===== src/afc_map.vh =====
// afc_map.vh: constants for the strobe-driven 9-bit queue controller
// assumes: includer runs on a 5 ns clock and includes this by bare name
//
// Overview of operation
// - expansion_in_n low selects standalone full-capacity queue
// - first chain device lead select low, others high
// - chain_out_n feeds next device expansion_in_n; afc_ctrl drives expansion_in_n itself, high in depth mode
// - composite full and empty from all devices
// - width expansion shares controls, any flags valid
// - writer strobes only while room flag high
`ifndef AFC_MAP_VH
`define AFC_MAP_VH

// ----------------------------------------------------------------
// clock and device timing, nanoseconds; synchroniser depth in cycles
// ----------------------------------------------------------------
`define AFC_T_CLK_NS   5
`define AFC_T_WPW_NS   25
`define AFC_T_SETUP_NS 15
`define AFC_T_RPW_NS   25
`define AFC_T_ACC_NS   25
`define AFC_T_RST_NS   25
`define AFC_T_RET_NS   25
`define AFC_T_FLAG_NS  35
`define AFC_SYNC_CYC   2

// ----------------------------------------------------------------
// controller states
// ----------------------------------------------------------------
`define AFC_ST_RST  3'h0
`define AFC_ST_WAIT 3'h1
`define AFC_ST_IDLE 3'h2
`define AFC_ST_WLO  3'h3
`define AFC_ST_RLO  3'h4
`define AFC_ST_RWLO 3'h5

// ----------------------------------------------------------------
// buffer shape
// ----------------------------------------------------------------
`define AFC_BUF_DEPTH 8
`define AFC_BUF_AW    3

`endif

===== src/afc_buf.v =====
// afc_buf.v: small synchronous buffer with valid/ready on both sides
// assumes: single clock, async active-low reset, DEPTH a power of two
module afc_buf #(
  parameter W     = 9,
  parameter DEPTH = 8,
  parameter AW    = 3
) (
  input  wire          sys_clk,
  input  wire          rst_n,
  input  wire          in_valid,
  output reg           in_ready,
  input  wire [W-1:0]  in_data,
  output reg           out_valid,
  input  wire          out_ready,
  output wire [W-1:0]  out_data
);

  reg [W-1:0]  mem [0:DEPTH-1];
  reg [AW-1:0] wp_r;
  reg [AW-1:0] rp_r;
  reg [AW:0]   cnt_r;

  wire push = in_valid & in_ready;
  wire pop  = out_valid & out_ready;
  wire [AW:0] cnt_nxt = cnt_r + {{AW{1'b0}}, push} - {{AW{1'b0}}, pop};

  assign out_data = mem[rp_r];

  // ----------------------------------------------------------------
  // storage, no reset needed
  // ----------------------------------------------------------------
  always @(posedge sys_clk) begin
    if (push) begin
      mem[wp_r] <= in_data;
    end
  end

  // ----------------------------------------------------------------
  // pointers and registered flags
  // ----------------------------------------------------------------
  // flags come from the next count so ready drops the cycle it fills
  always @(posedge sys_clk or negedge rst_n) begin
    if (!rst_n) begin
      wp_r      <= {AW{1'b0}};
      rp_r      <= {AW{1'b0}};
      cnt_r     <= {(AW+1){1'b0}};
      in_ready  <= 1'b0;
      out_valid <= 1'b0;
    end else begin
      if (push) begin
        wp_r <= wp_r + 1'b1;
      end
      if (pop) begin
        rp_r <= rp_r + 1'b1;
      end
      cnt_r     <= cnt_nxt;
      in_ready  <= (cnt_nxt != DEPTH[AW:0]);
      out_valid <= (cnt_nxt != {(AW+1){1'b0}});
    end
  end

endmodule // afc_buf


===== src/afc_ctrl.v =====
// afc_ctrl.v: host controller driving one or more strobe-driven queues
// assumes: device pins wired straight out; flags and out_bus are async
`include "afc_map.vh"
module afc_ctrl #(
  parameter DW   = 9,
  parameter NDEV = 1
) (
  input  wire             sys_clk,
  input  wire             rst_n,
  // user write side
  input  wire             wr_valid,
  output wire             wr_ready,
  input  wire [DW-1:0]    wr_data,
  // user read side
  output reg              rd_valid,
  input  wire             rd_ready,
  output reg  [DW-1:0]    rd_data,
  // user control
  input  wire             init_req,
  input  wire             rewind_req,
  input  wire             depth_mode,
  output reg              busy,
  output reg              dev_full,
  output reg              dev_empty,
  output reg              half_full,
  // device pins
  output reg              put_strobe_n,
  output reg              take_pulse_n,
  output reg              init_n,
  output reg  [NDEV-1:0]  first_rewind_n,
  output reg              expansion_in_n,
  output reg  [DW-1:0]    in_bus,
  input  wire [DW-1:0]    out_bus,
  input  wire [NDEV-1:0]  no_room_flag_n,
  input  wire [NDEV-1:0]  no_data_flag_n,
  input  wire             midpoint_flag_n
);

  // ----------------------------------------------------------------
  // cycle counts derived from the ns figures
  // ----------------------------------------------------------------
  localparam integer CLK = `AFC_T_CLK_NS;
  localparam integer WPW = (`AFC_T_WPW_NS > `AFC_T_SETUP_NS) ?
                           `AFC_T_WPW_NS : `AFC_T_SETUP_NS;
  localparam integer RPW = (`AFC_T_RPW_NS > `AFC_T_ACC_NS) ?
                           `AFC_T_RPW_NS : `AFC_T_ACC_NS;
  localparam integer WLO_I = (WPW + CLK - 1) / CLK;
  // read low also covers the data bus synchroniser
  localparam integer RLO_I = (RPW + CLK - 1) / CLK + `AFC_SYNC_CYC;
  localparam integer RST_I = (`AFC_T_RST_NS + CLK - 1) / CLK;
  localparam integer RET_I = (`AFC_T_RET_NS + CLK - 1) / CLK;
  // flag delay plus synchroniser before flags are trusted again
  localparam integer SET_I = (`AFC_T_FLAG_NS + CLK - 1) / CLK + `AFC_SYNC_CYC;
  // counts fit the 8-bit down counter, cut on purpose
  localparam [7:0] WLO_CYC = WLO_I[7:0];
  localparam [7:0] RLO_CYC = RLO_I[7:0];
  localparam [7:0] RST_CYC = RST_I[7:0];
  localparam [7:0] RET_CYC = RET_I[7:0];
  localparam [7:0] SET_CYC = SET_I[7:0];

  // ----------------------------------------------------------------
  // lead-device pattern: device 0 low, the rest high
  // ----------------------------------------------------------------
  wire [NDEV-1:0] lead_pat;
  genvar g;
  generate
    for (g = 0; g < NDEV; g = g + 1) begin : g_lead
      assign lead_pat[g] = (g != 0);
    end
  endgenerate

  // ----------------------------------------------------------------
  // pin synchronisers, two stages each
  // ----------------------------------------------------------------
  reg [NDEV-1:0] room_s1_r, room_s2_r;
  reg [NDEV-1:0] data_s1_r, data_s2_r;
  reg            mid_s1_r, mid_s2_r;
  reg [DW-1:0]   out_s1_r, out_s2_r;

  always @(posedge sys_clk or negedge rst_n) begin
    if (!rst_n) begin
      // idle level of the full flag, so no false full follows reset
      room_s1_r <= {NDEV{1'b1}};
      room_s2_r <= {NDEV{1'b1}};
      data_s1_r <= {NDEV{1'b0}};
      data_s2_r <= {NDEV{1'b0}};
      mid_s1_r  <= 1'b1;
      mid_s2_r  <= 1'b1;
      out_s1_r  <= {DW{1'b0}};
      out_s2_r  <= {DW{1'b0}};
    end else begin
      room_s1_r <= no_room_flag_n;
      room_s2_r <= room_s1_r;
      data_s1_r <= no_data_flag_n;
      data_s2_r <= data_s1_r;
      mid_s1_r  <= midpoint_flag_n;
      mid_s2_r  <= mid_s1_r;
      out_s1_r  <= out_bus;
      out_s2_r  <= out_s1_r;
    end
  end

  // composite flags: any device with room / with data
  wire comp_room = |room_s2_r;
  wire comp_data = |data_s2_r;

  // ----------------------------------------------------------------
  // data buffer between user and device writes
  // ----------------------------------------------------------------
  wire          buf_ov;
  wire [DW-1:0] buf_data;
  reg           pop_r;

  afc_buf #(
    .W     (DW),
    .DEPTH (`AFC_BUF_DEPTH),
    .AW    (`AFC_BUF_AW)
  ) u_buf (
    .sys_clk   (sys_clk),
    .rst_n     (rst_n),
    .in_valid  (wr_valid),
    .in_ready  (wr_ready),
    .in_data   (wr_data),
    .out_valid (buf_ov),
    .out_ready (pop_r),
    .out_data  (buf_data)
  );

  // ----------------------------------------------------------------
  // sequencer
  // ----------------------------------------------------------------
  reg [2:0] state_r;
  reg [7:0] cnt_r;
  reg       mode_r;
  reg       last_rd_r;
  reg       init_pend_r;
  reg       rew_pend_r;

  // a write waits for the room flag and a word; the pop is one cycle
  wire can_wr = comp_room & buf_ov & ~pop_r;
  wire can_rd = comp_data & ~rd_valid;
  wire go_rd  = can_rd & (~can_wr | ~last_rd_r);
  wire take_i = (state_r == `AFC_ST_IDLE) & ~init_pend_r;
  wire take_rw = take_i & rew_pend_r & ~mode_r;

  // pending requests: a new request beats the clear in the same cycle
  always @(posedge sys_clk or negedge rst_n) begin
    if (!rst_n) begin
      init_pend_r <= 1'b0;
      rew_pend_r  <= 1'b0;
    end else begin
      init_pend_r <= init_req | (init_pend_r & (state_r != `AFC_ST_IDLE));
      // rewind is dropped in depth mode, where the pin is a strap
      rew_pend_r  <= rewind_req | (rew_pend_r & ~take_rw & ~(take_i & mode_r));
    end
  end

  always @(posedge sys_clk or negedge rst_n) begin
    if (!rst_n) begin
      state_r        <= `AFC_ST_RST;
      cnt_r          <= RST_CYC - 8'h01;
      mode_r         <= 1'b0;
      last_rd_r      <= 1'b0;
      pop_r          <= 1'b0;
      put_strobe_n   <= 1'b1;
      take_pulse_n   <= 1'b1;
      init_n         <= 1'b0;
      first_rewind_n <= {NDEV{1'b1}};
      expansion_in_n <= 1'b0;
      in_bus         <= {DW{1'b0}};
      rd_valid       <= 1'b0;
      rd_data        <= {DW{1'b0}};
      busy           <= 1'b1;
      dev_full       <= 1'b0;
      dev_empty      <= 1'b1;
      half_full      <= 1'b0;
    end else begin
      pop_r     <= 1'b0;
      busy      <= (state_r != `AFC_ST_IDLE);
      dev_full  <= ~comp_room;
      dev_empty <= ~comp_data;
      // midpoint only means something standalone
      half_full <= ~mode_r & ~mid_s2_r;
      if (rd_valid && rd_ready) begin
        rd_valid <= 1'b0;
      end
      case (state_r)
        `AFC_ST_RST: begin
          // strobes stay high across the init release edge
          put_strobe_n   <= 1'b1;
          take_pulse_n   <= 1'b1;
          expansion_in_n <= mode_r;
          first_rewind_n <= mode_r ? lead_pat : {NDEV{1'b1}};
          if (cnt_r == 8'h00) begin
            init_n  <= 1'b1;
            cnt_r   <= SET_CYC - 8'h01;
            state_r <= `AFC_ST_WAIT;
          end else begin
            cnt_r <= cnt_r - 8'h01;
          end
        end
        `AFC_ST_WAIT: begin
          // recovery and flag settling after any strobe
          if (cnt_r == 8'h00) begin
            state_r <= `AFC_ST_IDLE;
          end else begin
            cnt_r <= cnt_r - 8'h01;
          end
        end
        `AFC_ST_IDLE: begin
          if (init_pend_r) begin
            mode_r  <= depth_mode;
            init_n  <= 1'b0;
            cnt_r   <= RST_CYC - 8'h01;
            state_r <= `AFC_ST_RST;
          end else if (take_rw) begin
            first_rewind_n <= {NDEV{1'b0}};
            cnt_r          <= RET_CYC - 8'h01;
            state_r        <= `AFC_ST_RWLO;
          end else if (go_rd) begin
            take_pulse_n <= 1'b0;
            last_rd_r    <= 1'b1;
            cnt_r        <= RLO_CYC - 8'h01;
            state_r      <= `AFC_ST_RLO;
          end else if (can_wr) begin
            // data set at the fall, long before the storing rise
            in_bus       <= buf_data;
            pop_r        <= 1'b1;
            put_strobe_n <= 1'b0;
            last_rd_r    <= 1'b0;
            cnt_r        <= WLO_CYC - 8'h01;
            state_r      <= `AFC_ST_WLO;
          end
        end
        `AFC_ST_WLO: begin
          if (cnt_r == 8'h00) begin
            put_strobe_n <= 1'b1;
            cnt_r        <= SET_CYC - 8'h01;
            state_r      <= `AFC_ST_WAIT;
          end else begin
            cnt_r <= cnt_r - 8'h01;
          end
        end
        `AFC_ST_RLO: begin
          if (cnt_r == 8'h00) begin
            // sampled while take is low, so flow-through words count too
            rd_data      <= out_s2_r;
            rd_valid     <= 1'b1;
            take_pulse_n <= 1'b1;
            cnt_r        <= SET_CYC - 8'h01;
            state_r      <= `AFC_ST_WAIT;
          end else begin
            cnt_r <= cnt_r - 8'h01;
          end
        end
        `AFC_ST_RWLO: begin
          if (cnt_r == 8'h00) begin
            first_rewind_n <= {NDEV{1'b1}};
            cnt_r          <= SET_CYC - 8'h01;
            state_r        <= `AFC_ST_WAIT;
          end else begin
            cnt_r <= cnt_r - 8'h01;
          end
        end
        default: begin
          state_r <= `AFC_ST_RST;
          init_n  <= 1'b0;
          cnt_r   <= RST_CYC - 8'h01;
        end
      endcase
    end
  end

endmodule // afc_ctrl


===== config.mk =====
export PLATFORM = sky130hd
export DESIGN_NAME = afc_ctrl
export DESIGN_NICKNAME = d
export VERILOG_FILES = /design/src/afc_buf.v /design/src/afc_ctrl.v
export VERILOG_INCLUDE_DIRS = /design/src
export SDC_FILE = /design/constraint.sdc
export NUM_CORES = 1
export LEC_CHECK = 0
export BUFFER_PORTS_ARGS = -buffer_cell sky130_fd_sc_hd__buf_4
export CAP_MARGIN = 15
export CORE_ASPECT_RATIO = 1.25
export CORE_MARGIN = 8
export CORE_UTILIZATION = 40
export CTS_BUF_LIST = sky130_fd_sc_hd__clkbuf_4 sky130_fd_sc_hd__clkbuf_8
export CTS_CLUSTER_DIAMETER = 80
export DETAILED_ROUTE_END_ITERATION = 8
export GPL_TIMING_DRIVEN = 1
export REMOVE_ABC_BUFFERS = 1
export SLEW_MARGIN = 20
export SYNTH_ARGS = -nofsm -noshare
export SYNTH_HDL_FRONTEND = slang
export SYNTH_SLANG_ARGS = --single-unit

===== constraint.sdc =====
create_clock -name sys_clk -period 2.6 [get_ports sys_clk]
set_input_delay 0.26 -clock sys_clk [delete_from_list [all_inputs] [get_ports sys_clk]]
set_output_delay 0.26 -clock sys_clk [all_outputs]
set_load 0.005 [all_outputs]

==> results of run 1 <==
per-stage QoR:
step / instance area [sq um] / setup slack [ps] / util [%] / instances
5_1_grt: 7350 / 362 / 49.5 / 666
6_report: 7350 / 516 / 49.5 / 666
3_3_place_gp: 6730 / 528 / 45.4 / 618
3_5_place_dp: 6730 / 508 / 45.4 / 618
2_1_floorplan: 5940 / 427 / - / 361
4_1_cts: 7340 / 498 / 49.5 / 666
registers in the layout (all words and copies together) (netlist names), 3 cells and up:
name	cells
u_buf.mem	72
in_bus	9
out_s1_r	9
out_s2_r	9
rd_data	9
cnt_r	8
u_buf.cnt_r	4
state_r	3
u_buf.rp_r	3
u_buf.wp_r	3
cell usage in the layout, fill, tap and decap left out, types with 3 or more instances in the layout:
cell,synthesis,routed
sky130_fd_sc_hd__nand2_1,12,12
sky130_fd_sc_hd__nor2_1,21,21
sky130_fd_sc_hd__and2_1,4,4
sky130_fd_sc_hd__xnor2_1,6,6
sky130_fd_sc_hd__a21o_1,3,3
sky130_fd_sc_hd__a31oi_1,7,7
sky130_fd_sc_hd__mux2_2,31,31
sky130_fd_sc_hd__nand3_1,3,3
sky130_fd_sc_hd__nor3_1,8,8
sky130_fd_sc_hd__nand2b_1,7,7
sky130_fd_sc_hd__ha_1,8,8
sky130_fd_sc_hd__mux4_2,18,18
sky130_fd_sc_hd__bufinv_16,0,4
sky130_fd_sc_hd__o21ai_0,10,10
sky130_fd_sc_hd__clkbuf_8,0,20
sky130_fd_sc_hd__dlygate4sd3_1,0,16
sky130_fd_sc_hd__edfxtp_1,72,72
sky130_fd_sc_hd__dfstp_2,10,10
sky130_fd_sc_hd__buf_4,1,74
sky130_fd_sc_hd__inv_1,19,19
sky130_fd_sc_hd__a21oi_1,14,14
sky130_fd_sc_hd__dfrtp_1,70,70
path summary, 6_finish.rpt:
kind | startpoint | end | slack, ps
setup reg to reg | init_pend_r$_DFF_PN0_ | in_bus[8]$_DFFE_PN0P_ | 520
hold reg to reg | data_s1_r$_DFF_PN0_ | comp_data$_DFF_PN0_ | 350
min in group asynchronous | rst_n | init_n$_DFFE_PN0P_ | 400
setup / recovery | init_pend_r$_DFF_PN0_ | in_bus[8]$_DFFE_PN0P_ | 520
max in group asynchronous | rst_n | mid_s1_r$_DFF_PN1_ | 1580
hold / removal | wr_data[8] | u_buf.mem[3][8]$_DFFE_PP_ | 50
power groups by stage:
stage / combinational [uW] / sequential [uW] / clock [uW]
2_1_floorplan: 1280 / 3380 / 0
3_3_place_gp: 2110 / 3320 / 0
3_5_place_dp: 2150 / 3330 / 0
4_1_cts: 2180 / 3290 / 2050
5_1_grt: 2400 / 3340 / 2150
6_report: 2140 / 3280 / 1980
layer usage:
| layer | vias up | GRT usage (%) | wire [um] |
|---|---|---|---|
| met5 | - | 0 | 0 |
| met4 | 0 | 5.93 | 186 |
| met3 | 17 | 3.85 | 491 |
| met2 | 76 | 21.5 | 6070 |
| met1 | 1710 | 15.1 | 4760 |
| li1 | 1575 | - | - |
cell type report:
| cell class | instances | area (sq um) | share of cell area (%) |
|---|---|---|---|
| Inverter | 19 | 71.3 | 0.971 |
| Timing Repair Buffer | 91 | 727 | 9.90 |
| Sequential cell | 152 | 4180 | 56.9 |
| Clock inverter | 10 | 164 | 2.23 |
| Clock buffer | 22 | 290 | 3.95 |
| Tap cell | 182 | 228 | 3.10 |
| Multi-Input combinational cell | 190 | 1690 | 23.0 |
kinds of logic after synthesis:
kind of cell,synth area share [%]
buffers and inverters,1.92
multiplexers,12.6
adder cells (fa/ha/maj),2.01
AND/OR/NAND/NOR,7.47
flip-flops,69.8
AO/OA/AOI/OAI,5.27
XOR/XNOR,0.879
Yosys cell counts (2+ instances only):
| cell | instances |
|---|---|
| sky130_fd_sc_hd__edfxtp_1 | 72 |
| sky130_fd_sc_hd__dfrtp_1 | 70 |
| sky130_fd_sc_hd__mux2_2 | 31 |
| sky130_fd_sc_hd__nor2_1 | 21 |
| sky130_fd_sc_hd__inv_1 | 19 |
| sky130_fd_sc_hd__mux4_2 | 18 |
| sky130_fd_sc_hd__a21oi_1 | 14 |
| sky130_fd_sc_hd__nand2_1 | 12 |
| sky130_fd_sc_hd__dfstp_2 | 10 |
| sky130_fd_sc_hd__o21ai_0 | 10 |
| sky130_fd_sc_hd__ha_1 | 8 |
| sky130_fd_sc_hd__nor3_1 | 8 |
| sky130_fd_sc_hd__a31oi_1 | 7 |
| sky130_fd_sc_hd__clkbuf_1 | 7 |
| sky130_fd_sc_hd__nand2b_1 | 7 |
| sky130_fd_sc_hd__xnor2_1 | 6 |
| sky130_fd_sc_hd__and2_1 | 4 |
| sky130_fd_sc_hd__a21o_1 | 3 |
| sky130_fd_sc_hd__nand3_1 | 3 |
| sky130_fd_sc_hd__and3_1 | 2 |
| sky130_fd_sc_hd__buf_2 | 2 |
| sky130_fd_sc_hd__nand4_1 | 2 |
| sky130_fd_sc_hd__nor2b_1 | 2 |
| sky130_fd_sc_hd__nor3b_1 | 2 |
| sky130_fd_sc_hd__nor4_4 | 2 |
| sky130_fd_sc_hd__o21a_1 | 2 |
| sky130_fd_sc_hd__o22ai_1 | 2 |
| sky130_fd_sc_hd__or2_2 | 2 |
| sky130_fd_sc_hd__or3b_2 | 2 |
repair_timing:
action,4_1_cts,5_1_grt
hold buffers,16,0
endpoints found under the hold margin,26,0
gates resized for setup,0,0
setup endpoints to repair,0,0
setup buffers,0,0
==> impl_metrics.py, run 1 <==
metrics = {
    "finish": {
        "final_net_count": 508,
        "ant_diodes": 0,
        "flow.area_growth_from_synthesis_pct": 22.8,
        "layout-drive-gt1-share_pct": 36.6,
        "n_fill_cell": 1249,
    },
    "clock_network": {
        "clock_path_buffers": 2,
        "cts_inserted_buffers": 17,
        "cts.sink_count": 152,
        "clockRootBuffer": "sky130_fd_sc_hd__clkbuf_8",
        "cts.htree.levels": 4,
        "clkSlewWorstSetupHoldPaths_ps": 90,
        "cts_tree": "done",
        "insertion_delay_ps": 440,
    },
    "detailed_routing": {
        "route.antenna.remaining_nets": 0,
        "vias": 3378,
        "first_iter_violations": 231,
        "post_drt_via_cell_ratio": 5.07,
        "detail_route.drc_violations": 0,
        "wl_mm": 11.5,
        "drt-pass1-iter-count": 4,
        "wl_per_cell_um": 17.3,
    },
    "critical_path": {
        "worst_path_dominant_cell_family": "simple AND/OR/NAND/NOR gates",
        "worst-path-max-fanout": 10,
        "worst-endpoint-required_ps": 2920,
        "worstRegToRegCells": 4,
        "crit_cells": 4,
        "end_kind": "flip-flop",
        "critical_path.startpoint_type": "flip-flop",
        "worstPathArrival_ps": 2410,
        "path_class": "flip-flop to flip-flop",
        "worstPathCellList": "or4b_1 -> nand2b_4 -> nor2_4 -> mux2_2",
        "worst_path_max_delay_cell": "sky130_fd_sc_hd__or4b_1",
        "cp.buffers_inverters": 0,
        "worst_path_largest_cell_delay_ps": 620,
    },
    "worst_hold_path": {
        "min-delay-path-class": "primary input to flip-flop",
        "holdPathStages": 1,
    },
    "die": {
        "die_width_um": 125,
        "core_footprint_sq_um": 14800,
        "floorplan.initialDensity_pct": 40.3,
        "die-area_sq_um": 19100,
        "floorplan.io_pins": 57,
        "dieHeight_um": 153,
        "rows": 50,
    },
    "run": {
        "max_cap_viol_count": 0,
    },
    "grt": {
        "grt_pass1_vias": 3634,
        "grt-ovfl-total": 0,
        "grt_start_max_net_pins": 79,
        "grt_pass1_wl_mm": 19.1,
        "grt_antenna_before_repair": 0,
        "groute.usage.overall_pct": 12.9,
    },
    "logic_synthesis": {
        "netlist_top_cells_area": "sky130_fd_sc_hd__edfxtp_1 (36%), sky130_fd_sc_hd__dfrtp_1 (29%), sky130_fd_sc_hd__mux4_2 (6.8%)",
        "synth_area_sq_um": 5980,
        "post_synth_num_cell_types": 50,
        "number_of_synthesized_register_bits": 152,
        "yosys.area.top_type_share_pct": 36.2,
        "synth_enable_flop_cells": 72,
        "synth-warning-count": 0,
        "dominantRegCellSynth": "sky130_fd_sc_hd__edfxtp_1",
        "synth_async_sr_flop_share_pct": 52.6,
        "syn-mean-instance-area_sq_um": 16.1,
        "synthDominantAreaCellType": "sky130_fd_sc_hd__edfxtp_1",
        "seq_area_frac_synth_pct": 69.8,
        "netlist_instances": 371,
    },
    "timing": {
        "timing.final.crit_period_ps": 2080,
        "slew_viols_final": 0,
        "highest_attainable_clock_frequency_mhz": 480,
        "worst_pin_slew_ps": 715,
        "skew_ps": 12.9,
        "period_share_pct": 80.1,
        "timing.slew.headroom_pct": 52.4,
        "rsz_0062_raised_after_global_routing": "false",
        "hold_viol": 0,
        "fin_setup_tns_ps": 0,
        "hold-worst-slack_ps": 50.3,
        "finalSetupViolations": 0,
    },
    "power_and_ir_drop": {
        "power.internal_uw": 5240,
        "swShare_pct": 29.3,
        "power_leakage_uw": 0.00299,
        "sequential_fraction_of_design_power_pct": 44.3,
        "power.total_uw": 7410,
        "clock_power_share_pct": 26.8,
        "comb_power_share_pct": 28.9,
        "irDropWorstVdd_v": 0.000605,
        "p_per_area_nw_per_um2": 1010,
        "p_sw_uw": 2170,
    },
    "placement": {
        "detailed_place_hpwl_mm": 7.70,
        "port_buffers": 56,
        "globalplace.congestion": 0.783,
    },
    "outcome": {
        "status": "finished, final reports clean",
    },
}
(Power assumes the default switching activity.)
==> run 2: changes to the inputs <==
--- a/config.mk
+++ b/config.mk
@@ -6,6 +6,7 @@
 export SDC_FILE = /design/constraint.sdc
 export NUM_CORES = 1
 export LEC_CHECK = 0
+export ABC_AREA = 1
 export BUFFER_PORTS_ARGS = -buffer_cell sky130_fd_sc_hd__buf_4
 export CAP_MARGIN = 15
 export CORE_ASPECT_RATIO = 1.25
==> constraint.sdc (replaced) <==
create_clock -name sys_clk -period 2 [get_ports sys_clk]
set_input_delay 0.2 -clock sys_clk [delete_from_list [all_inputs] [get_ports sys_clk]]
set_output_delay 0.2 -clock sys_clk [all_outputs]
set_load 0.005 [all_outputs]
==> run 2 against run 1 <==
Effect of this change:
- area after synthesis grew 3.3%
- worst setup slack lost 480 ps
- synthesized cell count increased by 55%
- clock-buffer cell count shrank 4
- critical path type unchanged
==> impl_metrics.py, run 2 <==
metrics = {
    "logic_synthesis": {
        "netlist_top_cells_area": "sky130_fd_sc_hd__edfxtp_1 (35%), sky130_fd_sc_hd__dfrtp_1 (28%), sky130_fd_sc_hd__nand2_1 (8.8%)",
        "netlist_instances": 574,
        "syn-mean-instance-area_sq_um": 10.8,
        "synthDominantAreaCellType": "sky130_fd_sc_hd__edfxtp_1",
        "dominantRegCellSynth": "sky130_fd_sc_hd__edfxtp_1",
        "synth_area_sq_um": 6180,
        "synth_async_sr_flop_share_pct": 52.6,
        "synthTopCellsByCount": "sky130_fd_sc_hd__nand2_1 (145), sky130_fd_sc_hd__edfxtp_1 (72), sky130_fd_sc_hd__nor2_1 (72)",
        "seq_area_frac_synth_pct": 67.6,
        "synth-warning-count": 0,
        "number_of_synthesized_register_bits": 152,
        "yosys.area.top_type_share_pct": 35.0,
        "synth_enable_flop_cells": 72,
        "yosysMostFrequentCell": "sky130_fd_sc_hd__nand2_1",
        "post_synth_num_cell_types": 33,
    },
    "finish": {
        "flow.area_growth_from_synthesis_pct": 25.3,
        "ant_diodes": 0,
        "flip_flop_count_of_the_largest_register_after_layout": 72,
        "commonest_non_fill_non_tap_cell_in_the_layout": "sky130_fd_sc_hd__nand2_1",
        "n_fill_cell": 1378,
        "mostFrequentLayoutCells": "sky130_fd_sc_hd__nand2_1 (144), sky130_fd_sc_hd__buf_4 (83), sky130_fd_sc_hd__nor2_1 (72), sky130_fd_sc_hd__edfxtp_1 (72), sky130_fd_sc_hd__dfrtp_1 (70)",
        "final_cell_area_sq_um": 7740,
        "largest-register": "u_buf.mem",
        "final_net_count": 728,
        "layout.cells.non_filler": 916,
        "layout-drive-gt1-share_pct": 21.9,
        "final_core_utilization_pct": 50.3,
    },
    "detailed_routing": {
        "post_drt_via_cell_ratio": 4.72,
        "route.top_layer_used": "met4",
        "route.met3.wl_um": 509,
        "drt-pass1-iter-count": 5,
        "first_iter_violations": 276,
        "vias": 4323,
        "detail_route.wirelength.met1_mm": 5.33,
        "route.antenna.remaining_nets": 0,
        "met2RoutedLength_mm": 6.88,
        "wl_mm": 13.0,
        "wl_per_cell_um": 14.2,
        "detail_route.drc_violations": 0,
    },
    "power_and_ir_drop": {
        "power_leakage_uw": 0.00346,
        "irDropWorstVdd_v": 0.000417,
        "p_per_area_nw_per_um2": 1200,
    },
    "die": {
        "die_width_um": 127,
        "core_footprint_sq_um": 15400,
        "floorplan.initialDensity_pct": 40.2,
        "floorplan.io_pins": 57,
        "die-area_sq_um": 19700,
        "rows": 51,
        "dieHeight_um": 155,
    },
    "run": {
        "max_cap_viol_count": 0,
    },
    "placement": {
        "port_buffers": 56,
        "globalplace.congestion": 0.809,
        "detailed_place_hpwl_mm": 8.70,
        "dpl_cell_area_sq_um": 6930,
        "dpl.cell_count": 845,
    },
    "timing": {
        "slew_viols_final": 0,
        "rsz_0062_raised_after_global_routing": "true",
        "finalSetupViolations": 0,
        "skew_ps": 9.70,
        "highest_attainable_clock_frequency_mhz": 510,
        "period_share_pct": 98.1,
        "timing.slew.headroom_pct": 60.8,
        "worst_pin_slew_ps": 588,
        "hold_viol": 0,
        "fin_setup_tns_ps": 0,
        "timing.final.crit_period_ps": 1960,
        "hold-worst-slack_ps": 59.6,
    },
    "critical_path": {
        "worstPathCellList": "nand2_2 -> inv_2 -> ha_4 -> inv_4 -> ha_4 -> inv_2 -> fa_2 -> inv_2 -> nor3_4 -> nand2_1",
        "worst_path_largest_cell_delay_ps": 520,
        "path_class": "flip-flop to flip-flop",
        "worst-endpoint-required_ps": 2320,
        "critical_path.most_common_cell": "sky130_fd_sc_hd__inv_2",
        "critical_path.startpoint_type": "flip-flop",
        "r2r_slack_ps": 40,
        "end_kind": "flip-flop",
        "worstPathArrival_ps": 2280,
        "worstRegToRegCells": 10,
        "worst_r2r_startpoint": "pop_r$_DFF_PN0_",
        "worst_path_max_delay_cell": "sky130_fd_sc_hd__fa_2",
        "reg_to_reg_critical_path_endpoint": "u_buf.in_ready$_DFF_PN0_",
        "worst-path-max-fanout": 2,
    },
    "clock_network": {
        "clock_path_buffers": 2,
        "cts.sink_count": 152,
        "clkSlewWorstSetupHoldPaths_ps": 70,
        "cts_tree": "done",
        "cts_inserted_buffers": 17,
        "insertion_delay_ps": 450,
        "cts.htree.levels": 4,
        "clockRootBuffer": "sky130_fd_sc_hd__clkbuf_8",
    },
    "grt": {
        "grt_start_max_net_pins": 46,
        "grt_pass1_vias": 4411,
        "grt_antenna_before_repair": 0,
        "grt-ovfl-total": 0,
        "groute.usage.overall_pct": 14.2,
        "grt_pass1_wl_mm": 21.9,
    },
    "worst_hold_path": {
        "min-delay-path-class": "primary input to flip-flop",
        "min_delay_endpoint": "u_buf.wp_r[0]$_DFFE_PN0P_",
        "holdCritStartpoint": "wr_valid",
        "holdPathStages": 4,
    },
    "outcome": {
        "status": "finished, final reports clean",
    },
}
run 2: cell families after synthesis:
| logic type | Yosys count | share of synthesized area, % |
|---|---|---|
| AOI/OAI and AO/OA | 87 | 7.37 |
| xor gates and xnor gates | 9 | 1.28 |
| adders and majority gates | 9 | 1.94 |
| buffers and inverters | 68 | 4.52 |
| DFF | 152 | 67.6 |
| and+or+nand+nor | 249 | 17.3 |
run 2: report_power, final:
part | internal, uW | switching [uW] | leakage, uW
sequential | 3860 | 310 | 0.00164
clock | 1230 | 1120 | 0.000195
combinational | 1100 | 1690 | 0.00163
run 2: how the worst max path moves through the flow:
| stage | start | depth (start not counted) | slack [ps] | to |
|---|---|---|---|---|
| 2_1_floorplan | pop_r$_DFF_PN0_ | 10 | 30 | u_buf.in_ready$_DFF_PN0_ |
| 3_3_place_gp | pop_r$_DFF_PN0_ | 10 | -10 | u_buf.in_ready$_DFF_PN0_ |
| 3_5_place_dp | pop_r$_DFF_PN0_ | 10 | -90 | u_buf.out_valid$_DFF_PN0_ |
| 4_1_cts | u_buf.out_valid$_DFF_PN0_ | 10 | 5 | u_buf.in_ready$_DFF_PN0_ |
| 5_1_grt | pop_r$_DFF_PN0_ | 10 | -60 | u_buf.in_ready$_DFF_PN0_ |
| 6_report | pop_r$_DFF_PN0_ | 10 | 40 | u_buf.in_ready$_DFF_PN0_ |
run 2: worst max-delay path: cells and delay by family, from the launching register on:
kind | cells | cell delay (ps)
adders and majority gates | 3 | 860
buffers and inverters | 4 | 200
and+or+nand+nor | 3 | 370
DFF | 1 | 400
run 2: final cells by class:
type	count	area, sq um	share of cell area (%)
timing repair buffer	111	915	11.8
inverter	55	214	2.76
clock inverter	14	156	2.02
clock buffer	18	241	3.12
tap	212	265	3.43
sequential	152	4180	54.0
multi-input combinational	354	1770	22.9
run 2: through the flow:
step	total power, uW	setup slack (ps)
2_1_floorplan	5950	33.4
6_report	9310	38.1
3_3_place_gp	6690	-12.2
3_5_place_dp	6810	-92.2
4_1_cts	9280	4.74
5_1_grt	9990	-63.3
run 2: routing by layer:
layer  global-route usage (%)  up-vias
met5                        0        -
met4                     6.93        0
met3                     3.80       24
met2                     25.1      100
met1                     15.4     2080
li1                         -     2119
run 2: timing repair:
item,CTS,global route
endpoints found under the setup margin,2,3
setup buffers,11,3
hold buffers,26,0
hold endpoints to repair,121,0
pin swaps,3,5
gates resized for setup,5,9
==> run 3: changes to the inputs <==
==> constraint.sdc (replaced) <==
create_clock -name sys_clk -period 2 [get_ports sys_clk]
set_input_delay 0.1 -clock sys_clk [delete_from_list [all_inputs] [get_ports sys_clk]]
set_output_delay 0.1 -clock sys_clk [all_outputs]
set_load 0.005 [all_outputs]
==> run 3 against run 2 <==
Effect of this change:
- clock skew decreased by 1.1 ps
- worst setup slack better by 65 ps
- critical endpoint unchanged
- clock power is 9.8% lower
- highest routed layer unchanged
- first-iteration DRC count rose by 15%
==> impl_metrics.py, run 3 (synthesis gave the netlist of run 2 again) <==
metrics = {
    "outcome": {
        "status": "finished, final reports clean",
    },
    "power_and_ir_drop": {
        "irDropWorstVdd_v": 0.000490,
        "power.total_uw": 8990,
        "power_leakage_uw": 0.00342,
        "p_per_area_nw_per_um2": 1180,
    },
    "critical_path": {
        "worstPathArrival_ps": 2210,
        "path_class": "flip-flop to flip-flop",
        "r2r_slack_ps": 100,
        "worst-path-max-fanout": 2,
        "critical_path.startpoint_type": "flip-flop",
        "worst-endpoint-required_ps": 2310,
        "end_kind": "flip-flop",
    },
    "detailed_routing": {
        "post_drt_via_cell_ratio": 4.64,
        "wl_per_cell_um": 13.8,
        "detail_route.drc_violations": 0,
        "vias": 4209,
        "wl_mm": 12.6,
        "route.antenna.remaining_nets": 0,
        "first_iter_violations": 318,
        "drt-pass1-iter-count": 4,
    },
    "clock_network": {
        "clockRootBuffer": "sky130_fd_sc_hd__clkbuf_8",
        "clkSlewWorstSetupHoldPaths_ps": 80,
        "cts_inserted_buffers": 17,
        "cts.htree.levels": 4,
        "cts.sink_count": 152,
        "insertion_delay_ps": 440,
        "cts_tree": "done",
        "clock_path_buffers": 2,
    },
    "finish": {
        "commonest_non_fill_non_tap_cell_in_the_layout": "sky130_fd_sc_hd__nand2_1",
        "flip_flop_count_of_the_largest_register_after_layout": 72,
        "layout-drive-gt1-share_pct": 20.7,
        "ant_diodes": 0,
        "mostFrequentLayoutCells": "sky130_fd_sc_hd__nand2_1 (144), sky130_fd_sc_hd__buf_4 (74), sky130_fd_sc_hd__nor2_1 (72), sky130_fd_sc_hd__edfxtp_1 (72), sky130_fd_sc_hd__dfrtp_1 (70)",
        "flow.area_growth_from_synthesis_pct": 23.6,
        "n_fill_cell": 1389,
        "layout.area.seq_sq_um": 4180,
        "multi_input_comb_area_sq_um": 1760,
        "largest-register": "u_buf.mem",
        "final_net_count": 720,
        "final_core_utilization_pct": 49.7,
    },
    "timing": {
        "hold-worst-slack_ps": 178,
        "skew_ps": 8.62,
        "fin_setup_tns_ps": 0,
        "worst_pin_slew_ps": 523,
        "timing.slew.headroom_pct": 65.1,
        "finalSetupViolations": 0,
        "timing.final.crit_period_ps": 1900,
        "final_critical_path_setup_slack_ps": 103,
        "slew_viols_final": 0,
        "period_share_pct": 94.9,
        "rsz_0062_raised_after_global_routing": "false",
        "highest_attainable_clock_frequency_mhz": 527,
        "hold_viol": 0,
    },
    "die": {
        "die_width_um": 127,
        "die-area_sq_um": 19700,
        "dieHeight_um": 155,
        "core_footprint_sq_um": 15400,
        "floorplan.initialDensity_pct": 40.2,
        "rows": 51,
        "floorplan.io_pins": 57,
    },
    "grt": {
        "groute.usage.overall_pct": 13.7,
        "grt_start_max_net_pins": 42,
        "grt_antenna_before_repair": 0,
        "grt_pass1_wl_mm": 21.5,
        "grt-ovfl-total": 0,
        "grt_pass1_vias": 4418,
    },
    "placement": {
        "detailed_place_hpwl_mm": 8.64,
        "pre_cts_ws_ps": -38.1,
        "globalplace.congestion": 0.843,
        "port_buffers": 56,
    },
    "run": {
        "max_cap_viol_count": 0,
    },
    "worst_hold_path": {
        "min-delay-path-class": "primary input to async pin",
    },
}
-- run 3: area by class of cell --
type,instances,share of cell area (%)
clock inverters,15,1.62
multi-input cells,354,23.1
repair buffers,103,11.3
well taps,212,3.47
flip-flops and latches,152,54.7
clock buffers,17,3.06
inverters,55,2.77
-- run 3: critical path: stages (launching register included) --
cell and delay (ps):
sky130_fd_sc_hd__dfrtp_1 400, sky130_fd_sc_hd__nand2_2 80, sky130_fd_sc_hd__inv_2 50, sky130_fd_sc_hd__ha_4 200, sky130_fd_sc_hd__inv_2 60, sky130_fd_sc_hd__ha_4 130, sky130_fd_sc_hd__inv_2 30, sky130_fd_sc_hd__fa_1 520
sky130_fd_sc_hd__inv_2 50, sky130_fd_sc_hd__nor3_4 180, sky130_fd_sc_hd__nand2_1 70
-- run 3: power breakdown --
part | internal (uW) | leakage (uW) | switching, uW | total (uW)
combinational | 1040 | 0.00160 | 1660 | 2700
sequential | 3860 | 0.00164 | 312 | 4170
clock | 980 | 0.000182 | 1140 | 2120
total | 5880 | 0.00342 | 3110 | 8990
-- run 3: worst paths after layout --
kind	from	endpoint	cells after the start
worst min register to register	out_s1_r[2]$_DFF_PN0_	out_s2_r[2]$_DFF_PN0_	0
worst min-delay path	rst_n	rd_data[0]$_DFFE_PN0P_	2
worst max register to register	u_buf.out_valid$_DFF_PN0_	u_buf.in_ready$_DFF_PN0_	10
worst max-delay path	u_buf.out_valid$_DFF_PN0_	u_buf.in_ready$_DFF_PN0_	10
max in group asynchronous	rst_n	mid_s1_r$_DFF_PN1_	3
min in group sys_clk	out_bus[5]	out_s1_r[5]$_DFF_PN0_	2
-- run 3: metrics by stage --
step,std cells,cell area [sq um]
floorplan,561,6110
global placement,846,6950
detailed placement,846,6950
CTS,905,7580
global route,908,7640
finish,908,7640
-- run 3: repair_timing --
item	in CTS	in global routing
buffers inserted	0	3
resized for setup	1	9
endpoints found under the setup margin	2	2
pin swaps	1	5
hold buffers	27	0
endpoints found under the hold margin	129	0
-- run 3: routing by layer --
layer / track usage (%) / vias up / routed length (um)
met5: 0 / - / 0
met4: 5.51 / 0 / 204
met3: 3.25 / 18 / 423
met2: 24.2 / 72 / 6590
met1: 15.7 / 2013 / 5350
li1: - / 2106 / -
